`config.mk`:
```
export PLATFORM = sky130hd
export DESIGN_NAME = msfc_core
export DESIGN_NICKNAME = d
export VERILOG_FILES = /design/src/msfc_pkg.sv /design/src/msfc_iir.sv /design/src/msfc_core.sv
export SDC_FILE = /design/constraint.sdc
export NUM_CORES = 2
export LEC_CHECK = 0
export BUFFER_PORTS_ARGS = -buffer_cell sky130_fd_sc_hd__buf_2
export CORE_AREA = 4 4 270 272
export CTS_BUF_LIST = sky130_fd_sc_hd__clkbuf_4 sky130_fd_sc_hd__clkbuf_8 sky130_fd_sc_hd__clkbuf_16
export DETAILED_ROUTE_END_ITERATION = 12
export DIE_AREA = 0 0 274 276
export PLACE_DENSITY = 0.68
export SLEW_MARGIN = 20
export SYNTH_ARGS = -nofsm -noshare
export SYNTH_HDL_FRONTEND = slang
export SYNTH_SLANG_ARGS = --single-unit
```
`constraint.sdc`:
```
create_clock -name ref_clk_i -period 30.4 [get_ports ref_clk_i]
set_clock_uncertainty 0.05 [all_clocks]
set_input_delay 0 -clock ref_clk_i [delete_from_list [all_inputs] [get_ports ref_clk_i]]
set_output_delay 0 -clock ref_clk_i [all_outputs]
set_load 0.02 [all_outputs]
```
`src/msfc_pkg.sv`:
```
// msfc_pkg: constants, field layouts and helpers of the measurement core.
// assumes a 40 MHz core clock; all users import the whole package.
package msfc_pkg;
  // clock and time base
  localparam int unsigned CLK_PERIOD_NS = 25;
  localparam int unsigned US_NS = 1000;
  localparam int unsigned CYC_PER_US = US_NS / CLK_PERIOD_NS;
  localparam int unsigned GLITCH_NS = 50;
  // longest rejected pulse, rounded down to whole cycles
  localparam logic [1:0] GLITCH_CYC = 2'(GLITCH_NS / CLK_PERIOD_NS);
  // register offsets
  localparam logic [7:0] OFF_CFG_P = 8'h61;
  localparam logic [7:0] OFF_CFG_T2 = 8'h63;
  localparam logic [7:0] OFF_OPER = 8'h64;
  localparam logic [7:0] OFF_LINK = 8'h6C;
  // quantities, in acquisition order
  localparam int unsigned NQ = 3;
  localparam logic [1:0] Q_T2 = 2'h0;
  localparam logic [1:0] Q_T1 = 2'h1;
  localparam logic [1:0] Q_P = 2'h2;
  // configuration word fields
  localparam int unsigned OSR_LSB = 0;
  localparam int unsigned OSR_MSB = 3;
  localparam int unsigned FILT_LSB = 4;
  localparam int unsigned FILT_MSB = 6;
  localparam int unsigned RAT_LSB = 7;
  localparam int unsigned RAT_MSB = 9;
  localparam int unsigned RES_LSB = 10;
  localparam int unsigned RES_MSB = 11;
  localparam logic [15:0] CFG_RST = 16'h0000;
  // operating word fields
  localparam int unsigned DLY_LSB = 0;
  localparam int unsigned DLY_MSB = 3;
  localparam int unsigned FIFO_LSB = 4;
  localparam int unsigned FIFO_MSB = 5;
  localparam int unsigned SELT_BIT = 11;
  localparam logic [15:0] OPER_RST = 16'h0000;
  // link settings word fields
  localparam int unsigned ADDR_LSB = 0;
  localparam int unsigned ADDR_MSB = 5;
  localparam int unsigned GLITCH_BIT = 7;
  localparam int unsigned CHAIN_BIT = 8;
  localparam logic [15:0] LINK_RST = 16'h00BA;
  localparam logic [15:0] LINK_MASK = 16'h01BF;
  // command opcodes (command byte bits 7:1, bit 0 is the check bit)
  localparam logic [6:0] CMD_WOPER = 7'h0A;
  localparam logic [6:0] CMD_ROPER = 7'h0B;
  localparam logic [6:0] CMD_START = 7'h0C;
  localparam logic [6:0] CMD_STOP = 7'h0D;
  localparam logic [6:0] CMD_CONV = 7'h27;
  localparam logic [6:0] CMD_WREG = 7'h70;
  localparam logic [6:0] CMD_RREG = 7'h71;
  localparam logic [4:0] CMD_WCFG = 5'h04;
  localparam logic [4:0] CMD_RCFG = 5'h05;
  localparam logic [3:0] CMD_RADC = 4'h5;
  localparam logic [1:0] A_NONE = 2'h3;
  // code limits and widths
  localparam logic [2:0] RAT_TOP = 3'h7;
  localparam logic [6:0] RATIO_MAX = 7'h40;
  localparam logic [3:0] OSR_MAX = 4'h9;
  localparam logic [4:0] W24 = 5'h18;
  localparam logic [4:0] W16 = 5'h10;
  localparam logic [4:0] W8 = 5'h08;
  localparam int unsigned SAMPLE_W = 24;
  localparam int unsigned MEAN_FRAC = 8;
  localparam int unsigned RD_W = 72;
  // autonomous delay per code, in microseconds (code 0 is off)
  localparam logic [31:0] DLY_US_TAB [16] = '{
    32'h0, 32'h0, 32'h3E8, 32'h1388, 32'h2710, 32'h4E20, 32'hC350,
    32'h186A0, 32'h30D40, 32'h7A120, 32'hF4240, 32'h1E8480,
    32'h4C4B40, 32'h989680, 32'h1312D00, 32'h3938700};

  function automatic logic [6:0] ratio_of(input logic [2:0] c);
    ratio_of = (c == RAT_TOP) ? RATIO_MAX : 7'(7'h01 << c);
  endfunction : ratio_of

  function automatic logic [3:0] osr_lvl(input logic [3:0] c);
    osr_lvl = (c > OSR_MAX) ? OSR_MAX : c;
  endfunction : osr_lvl

  function automatic logic [4:0] width_of(input logic [1:0] c);
    width_of = (c == 2'h0) ? W24 : ((c == 2'h1) ? W16 : W8);
  endfunction : width_of
endpackage : msfc_pkg

```
`src/msfc_iir.sv`:
```
// msfc_iir: first-order smoothing filter, one running mean per quantity.
// assumes one sample per in_valid_i pulse, all on the core clock.
`timescale 1ns/1ps
module msfc_iir import msfc_pkg::*; #(
  parameter int unsigned DW = SAMPLE_W,
  parameter int unsigned FW = MEAN_FRAC
) (
  input wire logic ref_clk_i,
  input wire logic sys_rst_i,
  input wire logic in_valid_i,
  input wire logic [1:0] in_quant_i,
  input wire logic [DW-1:0] in_data_i,
  input wire logic [2:0] k_code_i,
  output logic out_valid_o,
  output logic [1:0] out_quant_o,
  output logic [DW-1:0] out_data_o
);
  typedef struct packed {
    logic [NQ-1:0][DW+FW-1:0] mean;
    logic vld;
    logic [1:0] q;
    logic [DW-1:0] dat;
  } msfc_iir_s_t;

  msfc_iir_s_t s;
  msfc_iir_s_t next_s;

  // fraction bits keep small steps from vanishing at large k
  always_comb begin
    logic [DW+FW-1:0] m;
    logic [DW+FW-1:0] x;
    m = '0;
    x = '0;
    next_s = s;
    next_s.vld = 1'b0;
    if (in_valid_i && (in_quant_i < 2'(NQ))) begin
      m = s.mean[in_quant_i];
      x = {in_data_i, {FW{1'b0}}};
      if (k_code_i == 3'h0) begin
        m = x; // off: mean follows the sample
      end else begin
        m = m - (m >> k_code_i) + (x >> k_code_i);
      end
      next_s.mean[in_quant_i] = m;
      next_s.dat = m[DW+FW-1:FW];
      next_s.q = in_quant_i;
      next_s.vld = 1'b1;
    end
  end

  always_ff @(posedge ref_clk_i or posedge sys_rst_i) begin
    if (sys_rst_i) begin
      s <= '0;
    end else begin
      s <= next_s;
    end
  end

  assign out_valid_o = s.vld;
  assign out_quant_o = s.q;
  assign out_data_o = s.dat;
endmodule : msfc_iir

```
`src/msfc_core.sv`:
```
// msfc_core: measurement scheduler, register set and readout packing.
// assumes a command decoder that presents one command per cmd_valid_i
// pulse with its check bit already verified, and an adc on ref_clk_i.
`timescale 1ns/1ps
module msfc_core import msfc_pkg::*; #(
  parameter int unsigned US_CYC = CYC_PER_US,
  parameter int unsigned DLY_DIV = 1
) (
  input wire logic ref_clk_i,
  input wire logic sys_rst_i,
  input wire logic cmd_valid_i,
  input wire logic [7:0] cmd_byte_i,
  input wire logic [7:0] cmd_addr_i,
  input wire logic [15:0] cmd_wdata_i,
  output logic cmd_accept_o,
  output logic cmd_reject_o,
  output logic [15:0] cmd_rdata_o,
  output logic [RD_W-1:0] res_data_o,
  output logic [6:0] res_bits_o,
  input wire logic address_select_pin_i,
  input wire logic scl_i,
  input wire logic sda_i,
  output logic scl_filt_o,
  output logic sda_filt_o,
  output logic [6:0] dev_addr_o,
  output logic chain_mode_o,
  output logic glitch_en_o,
  output logic conv_start_o,
  output logic [1:0] conv_quant_o,
  output logic [3:0] conv_osr_o,
  input wire logic conv_done_i,
  input wire logic [SAMPLE_W-1:0] conv_data_i,
  output logic fifo_push_o,
  output logic [SAMPLE_W-1:0] fifo_temp_o,
  output logic [SAMPLE_W-1:0] fifo_pres_o,
  output logic busy_o,
  output logic auto_on_o
);
  typedef enum logic [1:0] {S_IDLE, S_CONV, S_WAIT} msfc_st_t;

  typedef struct packed {
    logic [NQ-1:0][15:0] cfg;
    logic [NQ-1:0][15:0] act;
    logic [15:0] oper;
    logic [15:0] link;
    logic auto_on;
    msfc_st_t st;
    logic [NQ-1:0] due;
    logic [NQ-1:0][5:0] cnt;
    logic [31:0] tmr;
    logic [1:0] q;
    logic [3:0] osr;
    logic start;
    logic [NQ-1:0][SAMPLE_W-1:0] res;
    logic [15:0] rdata;
    logic [RD_W-1:0] rd;
    logic [6:0] rbits;
    logic push;
    logic [SAMPLE_W-1:0] ftemp;
    logic [SAMPLE_W-1:0] fpres;
    logic pin_s1;
    logic pin_s2;
    logic [1:0] bus_s1;
    logic [1:0] bus_s2;
    logic [1:0] bus_lvl;
    logic [1:0][1:0] bus_cnt;
  } msfc_core_s_t;

  // bus lines idle high, so their synchronisers start high
  localparam msfc_core_s_t S_RST = '{
    cfg: {NQ{CFG_RST}}, act: {NQ{CFG_RST}}, oper: OPER_RST,
    link: LINK_RST, st: S_IDLE, bus_s1: 2'h3, bus_s2: 2'h3,
    bus_lvl: 2'h3, default: '0};

  // readout order: temperatures first, pressure last
  localparam logic [1:0] RD_ORDER [NQ] = '{Q_T1, Q_T2, Q_P};

  msfc_core_s_t s;
  msfc_core_s_t next_s;

  logic [6:0] op;
  logic [7:0] roff;
  logic reg_cfg;
  logic reg_ok;
  logic is_wcfg;
  logic is_rcfg;
  logic is_radc;
  logic is_wreg;
  logic is_rreg;
  logic cfg_wr;
  logic known;
  logic locked;
  logic acc;
  logic [1:0] cfg_q;
  logic [NQ-1:0] cyc_due;
  logic [3:0] dly_code;
  logic [4:0] p_width;
  logic f_valid;
  logic [1:0] f_quant;
  logic [SAMPLE_W-1:0] f_data;

  function automatic logic [1:0] cfg_of(input logic [1:0] a);
    cfg_of = (a == 2'h0) ? Q_P : ((a == 2'h1) ? Q_T1 : Q_T2);
  endfunction : cfg_of

  function automatic logic [1:0] first_q(input logic [NQ-1:0] d);
    first_q = d[Q_T2] ? Q_T2 : (d[Q_T1] ? Q_T1 : Q_P);
  endfunction : first_q

  // delay cycles; DLY_DIV only exists to shorten simulation
  function automatic logic [31:0] dly_cyc(input logic [3:0] c);
    dly_cyc = 32'((64'(DLY_US_TAB[c]) * 64'(US_CYC)) / 64'(DLY_DIV));
  endfunction : dly_cyc

  // command decode; the check bit is not looked at here
  always_comb begin
    op = cmd_byte_i[7:1];
    roff = cmd_addr_i - OFF_CFG_P;
    reg_cfg = (cmd_addr_i >= OFF_CFG_P) && (cmd_addr_i <= OFF_CFG_T2);
    reg_ok = reg_cfg || cmd_addr_i == OFF_OPER || cmd_addr_i == OFF_LINK;
    is_wcfg = op[6:2] == CMD_WCFG && op[1:0] != A_NONE;
    is_rcfg = op[6:2] == CMD_RCFG && op[1:0] != A_NONE;
    is_radc = op[6:3] == CMD_RADC && op[2:0] != 3'h0;
    is_wreg = op == CMD_WREG && reg_ok;
    is_rreg = op == CMD_RREG && reg_ok;
    cfg_wr = is_wcfg || (is_wreg && reg_cfg);
    cfg_q = (is_wcfg || is_rcfg) ? cfg_of(op[1:0]) : cfg_of(roff[1:0]);
    known = is_wcfg || is_rcfg || is_radc || is_wreg || is_rreg
      || op == CMD_WOPER || op == CMD_ROPER || op == CMD_START
      || op == CMD_STOP || op == CMD_CONV;
    locked = s.auto_on || s.st != S_IDLE;
    acc = cmd_valid_i && known
      && !((cfg_wr || op == CMD_CONV) && locked);
  end

  // helpers shared by the scheduler and the checks
  always_comb begin
    for (int i = 0; i < NQ; i++) begin
      cyc_due[i] = s.cnt[i] == 6'h00;
    end
    dly_code = s.oper[DLY_MSB:DLY_LSB];
    p_width = width_of(s.act[Q_P][RES_MSB:RES_LSB]);
  end

  // next state of the whole core
  always_comb begin
    logic go;
    logic fin;
    logic iss;
    logic [RD_W-1:0] pk;
    logic [6:0] n;
    logic [4:0] w;
    logic [NQ-1:0] sel;
    logic [6:0] nx;
    logic [1:0] q;
    go = 1'b0;
    fin = 1'b0;
    iss = 1'b0;
    pk = '0;
    n = '0;
    w = '0;
    sel = {cmd_byte_i[1], cmd_byte_i[2], cmd_byte_i[3]};
    nx = '0;
    q = '0;
    next_s = s;
    next_s.start = 1'b0;
    next_s.push = 1'b0;
    // pin and bus synchronisers
    next_s.pin_s1 = address_select_pin_i;
    next_s.pin_s2 = s.pin_s1;
    next_s.bus_s1 = {sda_i, scl_i};
    next_s.bus_s2 = s.bus_s1;
    // a level must differ for more than GLITCH_CYC samples to pass
    for (int i = 0; i < 2; i++) begin
      if (s.bus_s2[i] == s.bus_lvl[i]) begin
        next_s.bus_cnt[i] = 2'h0;
      end else if (!s.link[GLITCH_BIT] || s.bus_cnt[i] == GLITCH_CYC) begin
        next_s.bus_lvl[i] = s.bus_s2[i];
        next_s.bus_cnt[i] = 2'h0;
      end else begin
        next_s.bus_cnt[i] = s.bus_cnt[i] + 2'h1;
      end
    end
    // register commands
    if (acc) begin
      if (cfg_wr) begin
        next_s.cfg[cfg_q] = cmd_wdata_i;
      end
      if (is_rcfg || (is_rreg && reg_cfg)) begin
        next_s.rdata = s.cfg[cfg_q];
      end
      if (is_wreg && cmd_addr_i == OFF_LINK) begin
        next_s.link = cmd_wdata_i & LINK_MASK;
      end
      if (is_rreg && cmd_addr_i == OFF_LINK) begin
        next_s.rdata = s.link;
      end
      if (op == CMD_WOPER || (is_wreg && cmd_addr_i == OFF_OPER)) begin
        next_s.oper = cmd_wdata_i;
        next_s.auto_on = cmd_wdata_i[DLY_MSB:DLY_LSB] != 4'h0;
        if (!s.auto_on) begin
          next_s.cnt = '0;
        end
      end
      if (op == CMD_ROPER || (is_rreg && cmd_addr_i == OFF_OPER)) begin
        next_s.rdata = s.oper;
      end
      if (op == CMD_START && dly_code != 4'h0) begin
        next_s.auto_on = 1'b1;
        if (!s.auto_on) begin
          next_s.cnt = '0;
        end
      end
      if (op == CMD_STOP) begin
        next_s.auto_on = 1'b0;
      end
      // pack the selected results, each cut to its own width
      if (is_radc) begin
        for (int i = 0; i < NQ; i++) begin
          q = RD_ORDER[i];
          w = width_of(s.act[q][RES_MSB:RES_LSB]);
          if (sel[q]) begin
            pk = (pk << w) | RD_W'(s.res[q] >> (W24 - w));
            n = n + 7'(w);
          end
        end
        next_s.rd = pk << (7'(RD_W) - n);
        next_s.rbits = n;
      end
    end
    // scheduler
    unique case (s.st)
      S_IDLE: begin
        if (s.auto_on) begin
          go = 1'b1;
        end else if (acc && op == CMD_CONV) begin
          next_s.act = s.cfg;
          next_s.due = '1;
          iss = 1'b1;
        end
      end
      S_CONV: begin
        if (conv_done_i) begin
          next_s.due[s.q] = 1'b0;
          if (next_s.due != '0) begin
            iss = 1'b1;
          end else begin
            fin = 1'b1;
          end
        end
      end
      S_WAIT: begin
        if (!s.auto_on) begin
          next_s.st = S_IDLE;
        end else if (s.tmr == 32'h0) begin
          go = 1'b1;
        end else begin
          next_s.tmr = s.tmr - 32'h1;
        end
      end
    endcase
    // cycle boundary: latch settings, advance the ratio counters
    if (go) begin
      next_s.act = s.cfg;
      next_s.due = cyc_due;
      for (int i = 0; i < NQ; i++) begin
        nx = {1'b0, s.cnt[i]} + 7'h01;
        next_s.cnt[i] = (nx >= ratio_of(s.cfg[i][RAT_MSB:RAT_LSB]))
          ? 6'h00 : nx[5:0];
      end
      if (cyc_due == '0) begin
        next_s.tmr = dly_cyc(dly_code);
        next_s.st = S_WAIT;
      end else begin
        iss = 1'b1;
      end
    end
    // end of a measurement cycle: wait or stop
    if (fin) begin
      if (s.auto_on) begin
        next_s.tmr = dly_cyc(dly_code);
        next_s.st = S_WAIT;
      end else begin
        next_s.st = S_IDLE;
      end
    end
    // start the next due quantity, lowest index first
    if (iss) begin
      next_s.q = first_q(next_s.due);
      next_s.osr = osr_lvl(next_s.act[next_s.q][OSR_MSB:OSR_LSB]);
      next_s.start = 1'b1;
      next_s.st = S_CONV;
    end
    // filtered results; the queue gets the temperature chosen by SELT_BIT as well
    if (f_valid && f_quant < 2'(NQ)) begin
      next_s.res[f_quant] = f_data;
      if (f_quant == Q_P && s.oper[FIFO_MSB:FIFO_LSB] != 2'h0) begin
        next_s.push = 1'b1;
        next_s.fpres = f_data;
        next_s.ftemp = s.oper[SELT_BIT] ? s.res[Q_T2] : s.res[Q_T1];
      end
    end
  end

  always_ff @(posedge ref_clk_i or posedge sys_rst_i) begin
    if (sys_rst_i) begin
      s <= S_RST;
    end else begin
      s <= next_s;
    end
  end

  // filter sees only results of conversions this core started
  msfc_iir #(
    .DW(SAMPLE_W),
    .FW(MEAN_FRAC)
  ) i_msfc_iir (
    .ref_clk_i(ref_clk_i),
    .sys_rst_i(sys_rst_i),
    .in_valid_i(conv_done_i && s.st == S_CONV),
    .in_quant_i(s.q),
    .in_data_i(conv_data_i),
    .k_code_i(s.act[s.q][FILT_MSB:FILT_LSB]),
    .out_valid_o(f_valid),
    .out_quant_o(f_quant),
    .out_data_o(f_data)
  );

  // outputs
  assign cmd_accept_o = acc;
  assign cmd_reject_o = cmd_valid_i && !acc;
  assign cmd_rdata_o = s.rdata;
  assign res_data_o = s.rd;
  assign res_bits_o = s.rbits;
  assign scl_filt_o = s.bus_lvl[0];
  assign sda_filt_o = s.bus_lvl[1];
  assign dev_addr_o = {s.link[ADDR_MSB:ADDR_LSB], ~s.pin_s2};
  assign chain_mode_o = s.link[CHAIN_BIT];
  assign glitch_en_o = s.link[GLITCH_BIT];
  assign conv_start_o = s.start;
  assign conv_quant_o = s.q;
  assign conv_osr_o = s.osr;
  assign fifo_push_o = s.push;
  assign fifo_temp_o = s.ftemp;
  assign fifo_pres_o = s.fpres;
  assign busy_o = s.st == S_CONV;
  assign auto_on_o = s.auto_on;
endmodule : msfc_core

```
==> metrics.yaml <==
firstDrtPassIters: 6
ios: 229
power_leakage_nw: 17.6
via_count: 29600
instances_no_fill: 4921
fin_nets: 4134
rows: 98
rsz0062_at_grt: "false"
grt-ovfl-total: 0
seqCellArea_um2: 12800
synth.largest_area_cell: "dfrtp_1"
dp.final_hpwl_um: 72800
grt_pass1_wl_um: 161000
seq_area_frac_synth_pct: 36.6
ir_drop_uv: 68.7
tightest_slew_ns: 1.13
synth_top_area_share_pct: 35.8
use_met3_pct: 3.37
portBuffers: 224
max_slew_margin_pct: 24.6
worstSetupPathType: "reg -> reg"
cp_cell_sequence: "buf_4, mux2i_1, o22a_2, buf_4, nor2_1, nor2_1, nand2_1, o21ai_0, nor2_1, a31oi_1, fa_1, inv_1, ha_1, a211oi_1, o211a_1, o21ai_0, and4_1, o21a_1, o31ai_1, a21oi_1, o31ai_1, mux2_2"
cp.required_ns: 30.90
cts_buffers: 57
cts_buffer_depth: 3
synth-seq-cells: 510
syn_inst: 3947
cp_slowest_cell: "o31ai_1"
synth_flop_cell: "dfrtp_1"
path_clk_slew_ns: 0.06
filler_cell_count: 6566
die-area_um2: 75600
drc: 0
synth.area.top_cells: "dfrtp_1, mux2_2, nand2_1"
die_w_um: 274
min_path_type: "in -> async"
tns_ns: 0
antenna_found_initial: 3
r2r_end: "i_msfc_iir.out_data_o[18]"
drv_cap: 0
hold_ws_ns: 0.000211
cpMostUsedCell: "nor2_1"
gp_congestion: 0.937
setup_violations: 0
wl_per_cell_um: 20.7
die_h_um: 276
cts_root_buffer: "clkbuf_16"
rr_startpoint: "conv_quant_o[1]"
ant_nets: 0
routed_via_density: 6.02
period_needed_ns: 7.04
reg2reg_depth: 22
synth_cell_types: 96
grt_start_max_net_pins: 116
ys_top_cells_by_count: "nand2_1, dfrtp_1, o21ai_0"
netlist_area_um2: 34900
r2r_slack_ns: 23.36
slowest_delay_ns: 0.86
period_share_pct: 23.2
grt_pass1_vias: 28500
cts_setup_buffers: 0
hold_viol: 0
cts_tree: "yes"
startpoint_type: "flop"
yosys.cell_count.top_type: "nand2_1"
drv_slew: 0
multiInputGateArea_um2: 19700
async_flop_share_pct: 100
drive_gt1_share_pct: 17.8
fmax_mhz: 142
wl_um: 102000
yosys_warnings: 0
place_inst: 4761
syn_area_per_cell_um2: 8.84
arrival_ns: 7.53
powerDensity_nw_per_um2: 98.9
htree_levels: 2
initial_core_util_pct: 49.3
synth-edff-count: 0
use_met2_pct: 42.5
busiest_layer: "met2"
areaGrowthSynthToFinish_pct: 8.74
grt_use_total_pct: 26.2
critPathMaxFanout: 46
clkSinkCount: 510
clkLatencyLatePin_ns: 0.64
coreArea_um2: 70800
status: "completed"
drt_iter0_markers: 2596
use_met1_pct: 36.7
cp-end-kind: "flop"
==> report_power, final <==
| part | total (mW) | switching [mW] | internal [mW] | leakage (nW) |
|---|---|---|---|---|
| clock | 0.711 | 0.294 | 0.417 | 0.989 |
| sequential | 1.06 | 0.192 | 0.865 | 6.61 |
| combinational | 1.99 | 1.22 | 0.770 | 10.0 |
==> routing by layer <==
metal | share of wire (%) | vias up
met5 | 0 | -
met4 | 3.1 | 0
met3 | 6.1 | 201
met2 | 47 | 1068
met1 | 44 | 14500
li1 | - | 13900
==> cell type report <==
type,count,share of cell area (%)
flip-flops and latches,510,33.7
multi-input cells,2949,51.8
well taps,950,3.13
clock buffers,83,4.49
repair buffers,335,5.50
diodes,2,0.0132
inverters,70,0.712
clock inverters,22,0.633
==> timing repair <==
action                                  in CTS  in global routing
hold buffers                                53                  0
resized for setup                            0                  0
hold endpoints to repair                   285                  0
endpoints found under the setup margin       0                  0
==> state kept, by name, indices dropped and copies added (netlist names), 6 cells and up, named ones only <==
| signal | flops |
|---|---|
| cmd_rdata_o | 16 |
| i_msfc_iir.s | 96 |
| fifo_pres_o | 24 |
| dev_addr_o | 6 |
| i_msfc_iir.out_data_o | 24 |
| res_data_o | 72 |
| s | 203 |
| fifo_temp_o | 24 |
==> worst max path at each step <==
stage	startpoint	end	slack, ns	depth (start not counted)
after CTS	conv_quant_o[1]	i_msfc_iir.out_data_o[18]	23.48	22
after detailed placement	conv_quant_o[1]	i_msfc_iir.out_data_o[18]	23.53	22
after global placement	s[365]	res_data_o[43]	23.55	17
after floorplan	sys_rst_i	asynchronous set/reset pin	16.13	1
after global routing	conv_quant_o[1]	i_msfc_iir.s[53]	22.99	22
final	conv_quant_o[1]	i_msfc_iir.out_data_o[18]	23.36	22
==> cells in the final DEF (no fill, tap or decap), types with 24 or more instances in the layout <==
| cell type | n |
|---|---|
| xor2_1 | 28 |
| nand2b_1 | 48 |
| o21ai_0 | 341 |
| mux2i_1 | 196 |
| nor2_1 | 296 |
| clkbuf_16 | 57 |
| and3_1 | 29 |
| or3_1 | 29 |
| o211ai_1 | 51 |
| nor3_1 | 65 |
| a21oi_1 | 237 |
| inv_1 | 62 |
| nand2_1 | 577 |
| a31oi_1 | 29 |
| nand3_1 | 79 |
| buf_2 | 224 |
| a22o_1 | 24 |
| a21o_1 | 45 |
| a22oi_1 | 49 |
| dfrtp_1 | 496 |
| ha_1 | 114 |
| dlygate4sd3_1 | 53 |
| o22ai_1 | 27 |
| buf_4 | 58 |
| mux2_2 | 235 |
| xnor2_1 | 59 |
| fa_1 | 34 |
==> kinds of logic after synthesis <==
kind of cell | after synthesis | share of synthesized area, %
buffers and inverters | 490 | 7.27
XOR/XNOR | 87 | 2.18
AND/OR/NAND/NOR | 1253 | 16.2
other | 1 | 0.0107
adder cells (fa/ha/maj) | 148 | 6.04
multiplexers | 434 | 13.3
AO/OA/AOI/OAI | 1024 | 18.4
flip-flops | 510 | 36.6
==> stage by stage <==
step / utilization (%) / setup WS (ns) / cell area (µm²) / power, mW
detailed placement: 50.1 / 23.53 / 35500 / 3.00
global placement: 50.1 / 23.55 / 35500 / 2.98
global route: 53.6 / 22.99 / 37900 / 4.03
finish: 53.6 / 23.36 / 37900 / 3.75
CTS: 53.6 / 23.48 / 37900 / 3.74
floorplan: - / 16.13 / 34900 / 2.53
==> worst max-delay path, delay by kind of cell, from the launching register on <==
family                     cells  cell delay [ns]
DFF                            1             0.42
buffers and inverters          3             1.25
adders and majority gates      2             0.69
and+or+nand+nor                5             0.68
muxes                          2             0.71
AOI/OAI and AO/OA             10             3.11
No activity file was read; power rests on OpenSTA's default activity.
